**config.mk**
```make
export PLATFORM = sky130hd
export DESIGN_NAME = dcc_cmd_if
export DESIGN_NICKNAME = d
export VERILOG_FILES = /design/src/dcc_pkg.sv /design/src/dcc_sync3.sv /design/src/dcc_seq.sv /design/src/dcc_cmd_if.sv
export SDC_FILE = /design/constraint.sdc
export NUM_CORES = 1
export LEC_CHECK = 0
export ABC_CLOCK_PERIOD_IN_PS = 2800
export BUFFER_PORTS_ARGS = -buffer_cell sky130_fd_sc_hd__buf_2
export CORE_MARGIN = 2
export CORE_UTILIZATION = 46
export CTS_CLUSTER_SIZE = 30
export DETAILED_ROUTE_END_ITERATION = 8
export GPL_ROUTABILITY_DRIVEN = 0
export PLACE_DENSITY_LB_ADDON = 0.25
export SLEW_MARGIN = 20
export SYNTH_ARGS = -nofsm -noshare
export SYNTH_HDL_FRONTEND = slang
export SYNTH_SLANG_ARGS = --single-unit
```
**constraint.sdc**
```tcl
create_clock -name clk_i -period 2.8 [get_ports clk_i]
set_input_delay 0.42 -clock clk_i [delete_from_list [all_inputs] [get_ports clk_i]]
set_output_delay 0.42 -clock clk_i [all_outputs]
set_load 0.02 [all_outputs]
```
**src/dcc_pkg.sv**
```systemverilog
// Shared constants, types and states of the disk command interface
package dcc_pkg;
    // Device codes of the handled transfer instructions
    localparam logic [11:0] IOT_CLEAR_ALL = 12'hde9;
    localparam logic [11:0] IOT_READ_WC = 12'hdea;
    localparam logic [11:0] IOT_LOAD_WC = 12'hdeb;
    localparam logic [11:0] IOT_LOAD_CA = 12'hded;
    localparam logic [11:0] IOT_READ_CA = 12'hdef;
    localparam logic [11:0] IOT_LOAD_CMD = 12'hdda;
    // Command register field positions
    localparam int CMD_IE_CHANGE = 0;
    localparam int CMD_DONE_IE = 1;
    localparam int CMD_ERR_IE = 2;
    localparam int CMD_SEEK_ONLY = 4;
    localparam int CMD_HDR_ACCESS = 5;
    localparam int CMD_EMA_LSB = 6;
    localparam int CMD_EMA_MSB = 8;
    localparam int CMD_DRV_LSB = 9;
    localparam int CMD_DRV_MSB = 10;
    // Reset values
    localparam logic [11:0] CMD_RESET = 12'h000;
    localparam logic [11:0] WC_RESET = 12'h000;
    localparam logic [11:0] CA_RESET = 12'h000;
    localparam logic [7:0] TRACK_ZERO = 8'h00;
    // Word limits of one sector transfer
    localparam logic [8:0] HDR_MAX_WORDS = 9'h102;
    localparam logic [8:0] DATA_MAX_WORDS = 9'h100;
    // Answer to the host accumulator
    typedef struct packed {
        logic clr;
        logic wr;
        logic [11:0] data;
    } dcc_acc_s;
    // Operation sequencer states
    typedef enum logic [2:0] {
        SEQ_IDLE,
        SEQ_SEEK_DROP,
        SEQ_SEEK_WAIT,
        SEQ_XFER,
        SEQ_END
    } dcc_seq_e;
endpackage : dcc_pkg

```
**src/dcc_sync3.sv**
```systemverilog
// Three-stage pin synchroniser that accepts a level once stages two and three agree
module dcc_sync3 (
    input wire logic clk_i, // System clock
    input wire logic rst_n_i, // Synchronised reset
    input wire logic pin_i, // Asynchronous pin
    output logic level_o // Accepted level
);
    logic s1_reg, s2_reg, s3_reg, level_reg, level_next;

    // Accept only a level seen by two stages in a row
    always_comb
    begin
        level_next = (s2_reg == s3_reg) ? s3_reg : level_reg;
    end

    // Shift chain and accepted level
    always_ff @(posedge clk_i or negedge rst_n_i)
    begin
        if (!rst_n_i)
        begin
            s1_reg <= 1'b0;
            s2_reg <= 1'b0;
            s3_reg <= 1'b0;
            level_reg <= 1'b0;
        end
        else
        begin
            s1_reg <= pin_i;
            s2_reg <= s1_reg;
            s3_reg <= s2_reg;
            level_reg <= level_next;
        end
    end

    assign level_o = level_reg;
endmodule : dcc_sync3

```
**src/dcc_seq.sv**
```systemverilog
// Operation sequencer: seek, optional transfer, end of operation
module dcc_seq (
    input wire logic clk_i, // System clock
    input wire logic rst_n_i, // Synchronised reset
    input wire logic recal_i, // Clear-all recalibrate request
    input wire logic start_i, // Start a programmed operation
    input wire logic seek_only_i, // Seek without transfer
    input wire logic on_track_i, // Heads on track, synchronised
    input wire logic xfer_end_i, // Data transfer finished
    input wire logic error_i, // Error ends the operation
    output logic seek_req_o, // Seek request level
    output logic xfer_start_o, // Transfer start pulse
    output logic op_end_o, // Operation end pulse
    output logic busy_o // Operation in progress
);
    dcc_pkg::dcc_seq_e state_reg, state_next;
    logic xs_reg, xs_next, noxfer_reg, noxfer_next;
    logic seek_reg, seek_next, end_reg, end_next, busy_reg, busy_next;

    // Next state: new seek, wait drop and rise of on-track, then transfer, or end at once for seek-only and recalibrate
    always_comb
    begin
        state_next = state_reg;
        xs_next = 1'b0;
        noxfer_next = noxfer_reg;
        unique case (state_reg)
            dcc_pkg::SEQ_IDLE:
                if (recal_i || start_i)
                begin
                    state_next = dcc_pkg::SEQ_SEEK_DROP;
                    noxfer_next = recal_i || seek_only_i;
                end
            dcc_pkg::SEQ_SEEK_DROP:
                if (!on_track_i)
                    state_next = dcc_pkg::SEQ_SEEK_WAIT;
            dcc_pkg::SEQ_SEEK_WAIT:
                if (on_track_i)
                begin
                    state_next = noxfer_reg ? dcc_pkg::SEQ_END : dcc_pkg::SEQ_XFER;
                    xs_next = !noxfer_reg;
                end
            dcc_pkg::SEQ_XFER:
                if (xfer_end_i)
                    state_next = dcc_pkg::SEQ_END;
            dcc_pkg::SEQ_END:
                state_next = dcc_pkg::SEQ_IDLE;
            default:
                state_next = dcc_pkg::SEQ_IDLE;
        endcase
        if (error_i && state_reg != dcc_pkg::SEQ_IDLE && state_reg != dcc_pkg::SEQ_END)
        begin
            state_next = dcc_pkg::SEQ_END;
            xs_next = 1'b0;
        end
        if (recal_i && state_reg != dcc_pkg::SEQ_IDLE)
        begin
            state_next = dcc_pkg::SEQ_SEEK_DROP;
            noxfer_next = 1'b1;
            xs_next = 1'b0;
        end
        // Output levels taken from the coming state, so they leave a flip-flop
        seek_next = (state_next == dcc_pkg::SEQ_SEEK_DROP) ||
            (state_next == dcc_pkg::SEQ_SEEK_WAIT);
        end_next = (state_next == dcc_pkg::SEQ_END);
        busy_next = (state_next != dcc_pkg::SEQ_IDLE);
    end

    // Sequencer registers
    always_ff @(posedge clk_i or negedge rst_n_i)
    begin
        if (!rst_n_i)
        begin
            state_reg <= dcc_pkg::SEQ_IDLE;
            xs_reg <= 1'b0;
            noxfer_reg <= 1'b0;
            seek_reg <= 1'b0;
            end_reg <= 1'b0;
            busy_reg <= 1'b0;
        end
        else
        begin
            state_reg <= state_next;
            xs_reg <= xs_next;
            noxfer_reg <= noxfer_next;
            seek_reg <= seek_next;
            end_reg <= end_next;
            busy_reg <= busy_next;
        end
    end

    assign seek_req_o = seek_reg;
    assign xfer_start_o = xs_reg;
    assign op_end_o = end_reg;
    assign busy_o = busy_reg;
endmodule : dcc_seq

```
**src/dcc_cmd_if.sv**
```systemverilog
// Programmed-I/O command interface of the cartridge disk controller
// How it works
// Clear-all seeks track zero, clears registers and flags, keeps drive selection.
// After clear-all, done flag sets when heads reach track zero or when an error ends the seek.
// Read word count clears accumulator, then returns the word count.
// Load word count captures accumulator, then clears it.
// Load current address captures accumulator, then clears it.
// Read current address clears accumulator, then returns the current address.
// Load command copies accumulator into command register, then clears it.
// Interrupt enables change on command load only when bit 0 is one.
// With bit 0 set, bit 1 sets or resets the done interrupt enable.
// With bit 0 set, bit 2 sets or resets the error interrupt enable.
// Bit 4 set seeks track only; clear seeks and then transfers.
// Bit 5 set makes sector header words ordinary transfer words.
// Header-access read moves headers then data, at most 258, word count minimum.
// Header-access write uses the same word limits as header-access read.
// Program rewrites sector data whenever it changes header words.
// Command bits 6 and 7 are extended memory address bits 0 and 1.
// Bit 8 is extended address bit 2; bits 9-10 select drives 0-3.
// Done flag sets whenever any operation ends, normally or by error.
// Interrupt request while an enabled done or error flag is set.
module dcc_cmd_if (
    input wire logic clk_i, // System clock, 20 MHz
    input wire logic reset_n_i, // Asynchronous reset, active low
    input wire logic iot_strobe_i, // Instruction valid pulse
    input wire logic [11:0] iot_code_i, // Instruction code
    input wire logic [11:0] acc_i, // Host accumulator value
    input wire logic op_start_i, // Disk address loaded, start operation
    input wire logic op_write_i, // Started operation writes
    input wire logic [7:0] track_addr_i, // Track address register
    input wire logic on_track_i, // Drive heads on track, pin
    input wire logic xfer_end_i, // Datapath finished transfer
    input wire logic op_error_i, // Error detected, pulse
    output dcc_pkg::dcc_acc_s acc_o, // Accumulator answer
    output logic seek_req_o, // Seek request level
    output logic [7:0] seek_track_o, // Track to seek
    output logic [1:0] drive_sel_o, // Selected drive
    output logic xfer_start_o, // Transfer start pulse
    output logic xfer_write_o, // Transfer direction write
    output logic header_mode_o, // Header words are transfer words
    output logic [8:0] word_limit_o, // Word limit of the transfer
    output logic [2:0] ext_addr_o, // Extended memory address
    output logic [11:0] cur_addr_o, // Current address register
    output logic busy_o, // Operation in progress
    output logic done_flag_o, // Transfer-complete flag
    output logic error_flag_o, // Error flag
    output logic irq_o // Interrupt request
);
    logic rst_a_reg, rst_b_reg, rst_n;
    logic on_track;
    logic [11:0] cmd_reg, cmd_next, wc_reg, wc_next, ca_reg, ca_next;
    logic done_ie_reg, done_ie_next, err_ie_reg, err_ie_next;
    logic done_reg, done_next, err_reg, err_next, irq_reg, irq_next;
    logic write_reg, write_next, recal_reg, recal_next;
    logic [7:0] track_reg, track_next;
    logic [8:0] lim_reg, lim_next;
    dcc_pkg::dcc_acc_s acc_reg, acc_next;
    logic do_clear, seq_req, seq_xs, seq_end, seq_busy;

    // Word limit: the word count as minimum, capped at the sector maximum
    function automatic logic [8:0] clamp_words(input logic [11:0] wc, input logic [8:0] cap);
        clamp_words = (wc > {3'h0, cap}) ? cap : wc[8:0];
    endfunction : clamp_words

    // Reset release through two flip-flops
    always_ff @(posedge clk_i or negedge reset_n_i)
    begin
        if (!reset_n_i)
        begin
            rst_a_reg <= 1'b0;
            rst_b_reg <= 1'b0;
        end
        else
        begin
            rst_a_reg <= 1'b1;
            rst_b_reg <= rst_a_reg;
        end
    end
    assign rst_n = rst_b_reg;

    // Drive on-track pin synchroniser
    dcc_sync3 u_sync (
        .clk_i(clk_i),
        .rst_n_i(rst_n),
        .pin_i(on_track_i),
        .level_o(on_track)
    );

    assign do_clear = iot_strobe_i && (iot_code_i == dcc_pkg::IOT_CLEAR_ALL);

    // Operation sequencer
    dcc_seq u_seq (
        .clk_i(clk_i),
        .rst_n_i(rst_n),
        .recal_i(recal_reg),
        .start_i(op_start_i),
        .seek_only_i(cmd_reg[dcc_pkg::CMD_SEEK_ONLY]),
        .on_track_i(on_track),
        .xfer_end_i(xfer_end_i),
        .error_i(op_error_i),
        .seek_req_o(seq_req),
        .xfer_start_o(seq_xs),
        .op_end_o(seq_end),
        .busy_o(seq_busy)
    );

    // Instruction decode, register loads and accumulator answers
    always_comb
    begin
        cmd_next = cmd_reg;
        wc_next = wc_reg;
        ca_next = ca_reg;
        done_ie_next = done_ie_reg;
        err_ie_next = err_ie_reg;
        recal_next = do_clear;
        acc_next = '0;
        if (iot_strobe_i)
        begin
            unique case (iot_code_i)
                dcc_pkg::IOT_CLEAR_ALL:
                begin
                    cmd_next = dcc_pkg::CMD_RESET;
                    cmd_next[dcc_pkg::CMD_DRV_MSB:dcc_pkg::CMD_DRV_LSB] =
                        cmd_reg[dcc_pkg::CMD_DRV_MSB:dcc_pkg::CMD_DRV_LSB];
                    wc_next = dcc_pkg::WC_RESET;
                    ca_next = dcc_pkg::CA_RESET;
                    done_ie_next = 1'b0;
                    err_ie_next = 1'b0;
                end
                dcc_pkg::IOT_READ_WC:
                begin
                    acc_next.clr = 1'b1;
                    acc_next.wr = 1'b1;
                    acc_next.data = wc_reg;
                end
                dcc_pkg::IOT_LOAD_WC:
                begin
                    wc_next = acc_i;
                    acc_next.clr = 1'b1;
                end
                dcc_pkg::IOT_LOAD_CA:
                begin
                    ca_next = acc_i;
                    acc_next.clr = 1'b1;
                end
                dcc_pkg::IOT_READ_CA:
                begin
                    acc_next.clr = 1'b1;
                    acc_next.wr = 1'b1;
                    acc_next.data = ca_reg;
                end
                dcc_pkg::IOT_LOAD_CMD:
                begin
                    cmd_next = acc_i;
                    acc_next.clr = 1'b1;
                    if (acc_i[dcc_pkg::CMD_IE_CHANGE])
                    begin
                        done_ie_next = acc_i[dcc_pkg::CMD_DONE_IE];
                        err_ie_next = acc_i[dcc_pkg::CMD_ERR_IE];
                    end
                end
                default:
                    acc_next = '0;
            endcase
        end
    end

    // Flags, seek target, transfer setup and interrupt request
    always_comb
    begin
        done_next = done_reg;
        err_next = err_reg;
        write_next = write_reg;
        track_next = track_reg;
        lim_next = lim_reg;
        if (do_clear)
        begin
            done_next = 1'b0;
            err_next = 1'b0;
            track_next = dcc_pkg::TRACK_ZERO;
        end
        else if (op_start_i && !seq_busy)
        begin
            done_next = 1'b0;
            write_next = op_write_i;
            track_next = track_addr_i;
            lim_next = cmd_reg[dcc_pkg::CMD_HDR_ACCESS] ?
                clamp_words(wc_reg, dcc_pkg::HDR_MAX_WORDS) :
                clamp_words(wc_reg, dcc_pkg::DATA_MAX_WORDS);
        end
        if (op_error_i && seq_busy)
            err_next = 1'b1;
        if (seq_end)
            done_next = 1'b1;
        irq_next = (done_next && done_ie_next) || (err_next && err_ie_next);
    end

    // State registers
    always_ff @(posedge clk_i or negedge rst_n)
    begin
        if (!rst_n)
        begin
            cmd_reg <= dcc_pkg::CMD_RESET;
            wc_reg <= dcc_pkg::WC_RESET;
            ca_reg <= dcc_pkg::CA_RESET;
            done_ie_reg <= 1'b0;
            err_ie_reg <= 1'b0;
            done_reg <= 1'b0;
            err_reg <= 1'b0;
            irq_reg <= 1'b0;
            write_reg <= 1'b0;
            recal_reg <= 1'b0;
            track_reg <= dcc_pkg::TRACK_ZERO;
            lim_reg <= 9'h000;
            acc_reg <= '0;
        end
        else
        begin
            cmd_reg <= cmd_next;
            wc_reg <= wc_next;
            ca_reg <= ca_next;
            done_ie_reg <= done_ie_next;
            err_ie_reg <= err_ie_next;
            done_reg <= done_next;
            err_reg <= err_next;
            irq_reg <= irq_next;
            write_reg <= write_next;
            recal_reg <= recal_next;
            track_reg <= track_next;
            lim_reg <= lim_next;
            acc_reg <= acc_next;
        end
    end

    // Outputs
    assign acc_o = acc_reg;
    assign seek_req_o = seq_req;
    assign seek_track_o = track_reg;
    assign drive_sel_o = cmd_reg[dcc_pkg::CMD_DRV_MSB:dcc_pkg::CMD_DRV_LSB];
    assign xfer_start_o = seq_xs;
    assign xfer_write_o = write_reg;
    assign header_mode_o = cmd_reg[dcc_pkg::CMD_HDR_ACCESS];
    assign word_limit_o = lim_reg;
    assign ext_addr_o = cmd_reg[dcc_pkg::CMD_EMA_MSB:dcc_pkg::CMD_EMA_LSB];
    assign cur_addr_o = ca_reg;
    assign busy_o = seq_busy;
    assign done_flag_o = done_reg;
    assign error_flag_o = err_reg;
    assign irq_o = irq_reg;
endmodule : dcc_cmd_if

```
==> summary.md <==
| Metric | Value |
|---|---|
| Outcome | `completed` |
| Leakage | `2.162 nW` |
| Syn Area/Cell | `10.91 µm²` |
| CP startpoint | `u_seq.busy_o` |
| Worst path cell trace | `nand2b_1 -> or2_2 -> a211oi_2 -> a22o_1` |
| Largest net degree at the start of global routing | `82` |
| Post-Syn Area | `3348 µm²` |
| Max Clock Skew | `7.705 ps` |
| Initial DRT Pass Iterations | `4` |
| Num rows | `31` |
| GR Util met3 | `0.04524` |
| Die Y | `89.32 µm` |
| Hold Startpoint | `on_track_i` |
| Highest clock rate | `490.7 MHz` |
| Met1 Use GR | `0.2798` |
| Worst skew pair latency | `350 ps` |
| Clock Sinks | `83` |
| Critical path peak fanout | `13` |
| DRC | `0` |
| Hold Violations, Final | `0` |
| CTS tree | `done` |
| Power Dens Cells | `725.9 nW/µm²` |
| Most used routing layer | `met2` |
| CTS HTree Levels | `3` |
| Reg2reg start | `u_seq.busy_o` |
| Dpl ws | `639.0 ps` |
| Final wirelength | `7621 µm` |
| Vias per inst | `5.163` |
| Layout cells sized above 1 | `0.3163` |
| Crit path DAT | `2330 ps` |
| GRT overflow | `0` |
| HPWL Detailed | `5328 µm` |
| Min-Delay Path Class | `in -> reg` |
| Port bufs | `95` |
| Setup crit start kind | `flop` |
| Met2 Use GR | `0.3077` |
| # fillers | `670` |
| Reg2reg path depth | `4` |
| RSZ-0062 raised after global routing | `false` |
| # IOs | `96` |
| Clk slew on worst S/H paths | `90 ps` |
| Placed insts | `492` |
| Layout Cells excl Fill | `510` |
| Final worst-path cycle share | `0.7279` |
| Iteration-0 DRC Markers | `164` |
| CP max stage cell | `or2_2` |
| Max VDD drop | `0.6009 mV` |
| CP max stage delay | `520 ps` |
| Area added between synthesis and finish | `26.68%` |
| Max_cap viols | `0` |
| Final Max Tran Viols | `0` |
| Setup TNS Final | `0 ps` |
| Setup violations, final | `0` |
| Period minus WS final | `2038 ps` |
| Worst-margin pin slew | `552.6 ps` |
| Vias in the first global route | `2467` |
| Warnings from Yosys | `0` |
| Starting Density | `0.4691` |
| WHS Path Cells | `1` |
| CTS root buffer | `clkbuf_8` |
| Post-route ant nets | `0` |
| Max reg flops | `14` |
| Core Footprint | `7137 µm²` |
| Cts repair resizes | `0` |
| Gr usage total | `0.2012` |
| Antenna cells | `0` |
| WS Path Type | `reg -> reg` |
| Worst Path Required | `3100 ps` |
| Routed via count | `2633` |
| Cell variety after synth | `43` |
| Routed WL per cell | `14.94 µm` |
| Syn Nets | `347` |
| Setup ws final | `762.0 ps` |
| Pwr Total | `3.079 mW` |
| Cells after Synth | `307` |
| CTS Buf Count | `9` |
| Die span in x | `89.32 µm` |
| Initial antenna violation count | `0` |
| First-pass GRT wire length | `12090 µm` |
| Max_slew headroom | `0.6316` |
| # nets final | `446` |
| Die Area | `7977 µm²` |
| CP Capture Type | `flop` |
| Sequential area share after synthesis | `0.6203` |
| Synth Register Bits | `83` |
| Clock buffer depth | `2` |
layout make-up:
type	instances	area, µm²	area share
tap	99	123.9	0.02920
clock inverter	6	137.6	0.03245
sequential	83	2081	0.4906
inverter	5	18.77	0.004425
clock buffer	10	127.6	0.03009
timing repair buffer	103	558.0	0.1316
multi-input combinational	204	1195	0.2817
stage by stage:
step	hold slack (ps)	area [µm²]	utilization
after global routing	164.8	4242	0.5943
after detailed placement	208.2	3939	0.5519
after CTS	165.5	4214	0.5905
after floorplan	124.4	3348	-
final	177.7	4242	0.5943
after global placement	206.2	3939	0.5519
path summary, 6_finish.rpt:
kind / endpoint / slack (ps)
min: u_sync.s1_reg / 180
min reg2reg: seek_track_o[0] / 250
max reg2reg: word_limit_o[7] / 760
min in group asynchronous: seek_track_o[0] / 250
max: word_limit_o[7] / 760
max in group asynchronous: xfer_write_o / 1970
synth_stat cells (all sizes together):
cell type,n,area share
dfrtp,83,0.62
nand2,57,0.064
o21ai,33,0.049
nor2,31,0.035
a22o,14,0.037
a22oi,12,0.027
clkbuf,9,0.010
mux2i,8,0.024
buf,6,0.0090
a21oi,5,0.0075
inv,5,0.0056
and3,3,0.0056
mux2,3,0.010
nor4,3,0.0075
a211o,2,0.0052
a21boi,2,0.0045
a32o,2,0.0067
nand2b,2,0.0037
nand3b,2,0.0045
nor2b,2,0.0037
nor3,2,0.0045
nor3b,2,0.0045
or4b,2,0.0060
a211oi,1,0.0037
a31o,1,0.0026
a31oi,1,0.0019
and4,1,0.0026
conb,1,0.0011
maj3,1,0.0030
nand4,1,0.0019
nand4b,1,0.0071
nand4bb,1,0.0034
nor4b,1,0.0026
o211ai,1,0.0022
o21bai,1,0.0022
o32ai,1,0.0026
or2,1,0.0019
or3,1,0.0019
or4,1,0.0022
xnor2,1,0.0026
power by group:
| part | switching [mW] | internal [mW] | total (mW) |
|---|---|---|---|
| registers | 0.0921 | 1.32 | 1.41 |
| logic | 0.340 | 0.213 | 0.553 |
| clock network | 0.428 | 0.686 | 1.11 |
| total | 0.860 | 2.22 | 3.08 |
critical path, delay by kind of cell (launching register included):
family | cells | cell delay [ps]
simple gates | 2 | 910
compound gates | 2 | 670
flops | 1 | 390
placed cells by master (no fill, tap or decap), drive strengths merged, types with 2 or more instances in the layout:
master  count
nand3b      2
a32o        2
dfrtp      83
a21oi       5
nand2b      2
nor2       31
a211o       2
o21ai      33
nor3        2
bufinv      4
or4b        2
mux2        3
clkinv      2
mux2i       8
buf       102
nor3b       2
nor4        3
clkbuf     10
nand2      57
a22o       14
a21boi      2
inv         5
nor2b       2
a22oi      12
and3        3
cells by family after synthesis:
kind of cell | share of synthesized area
and+or+nand+nor | 0.1622
DFF | 0.6203
AOI/OAI and AO/OA | 0.1521
buffers and inverters | 0.02466
muxes | 0.03401
adders and majority gates | 0.002990
other | 0.001120
xor gates and xnor gates | 0.002616
routing by layer:
metal	wire length (µm)	up-vias	part of all wire
li1	-	1268	-
met1	3442	1277	0.45
met2	3620	78	0.48
met3	442	10	0.058
met4	116	0	0.015
met5	0	-	0
timing repair:
action                                 in CTS  in global routing
endpoints found under the hold margin       2                  0
hold buffers                                1                  0
setup buffers                               0                  0
No activity file was read; power rests on OpenSTA's default activity.
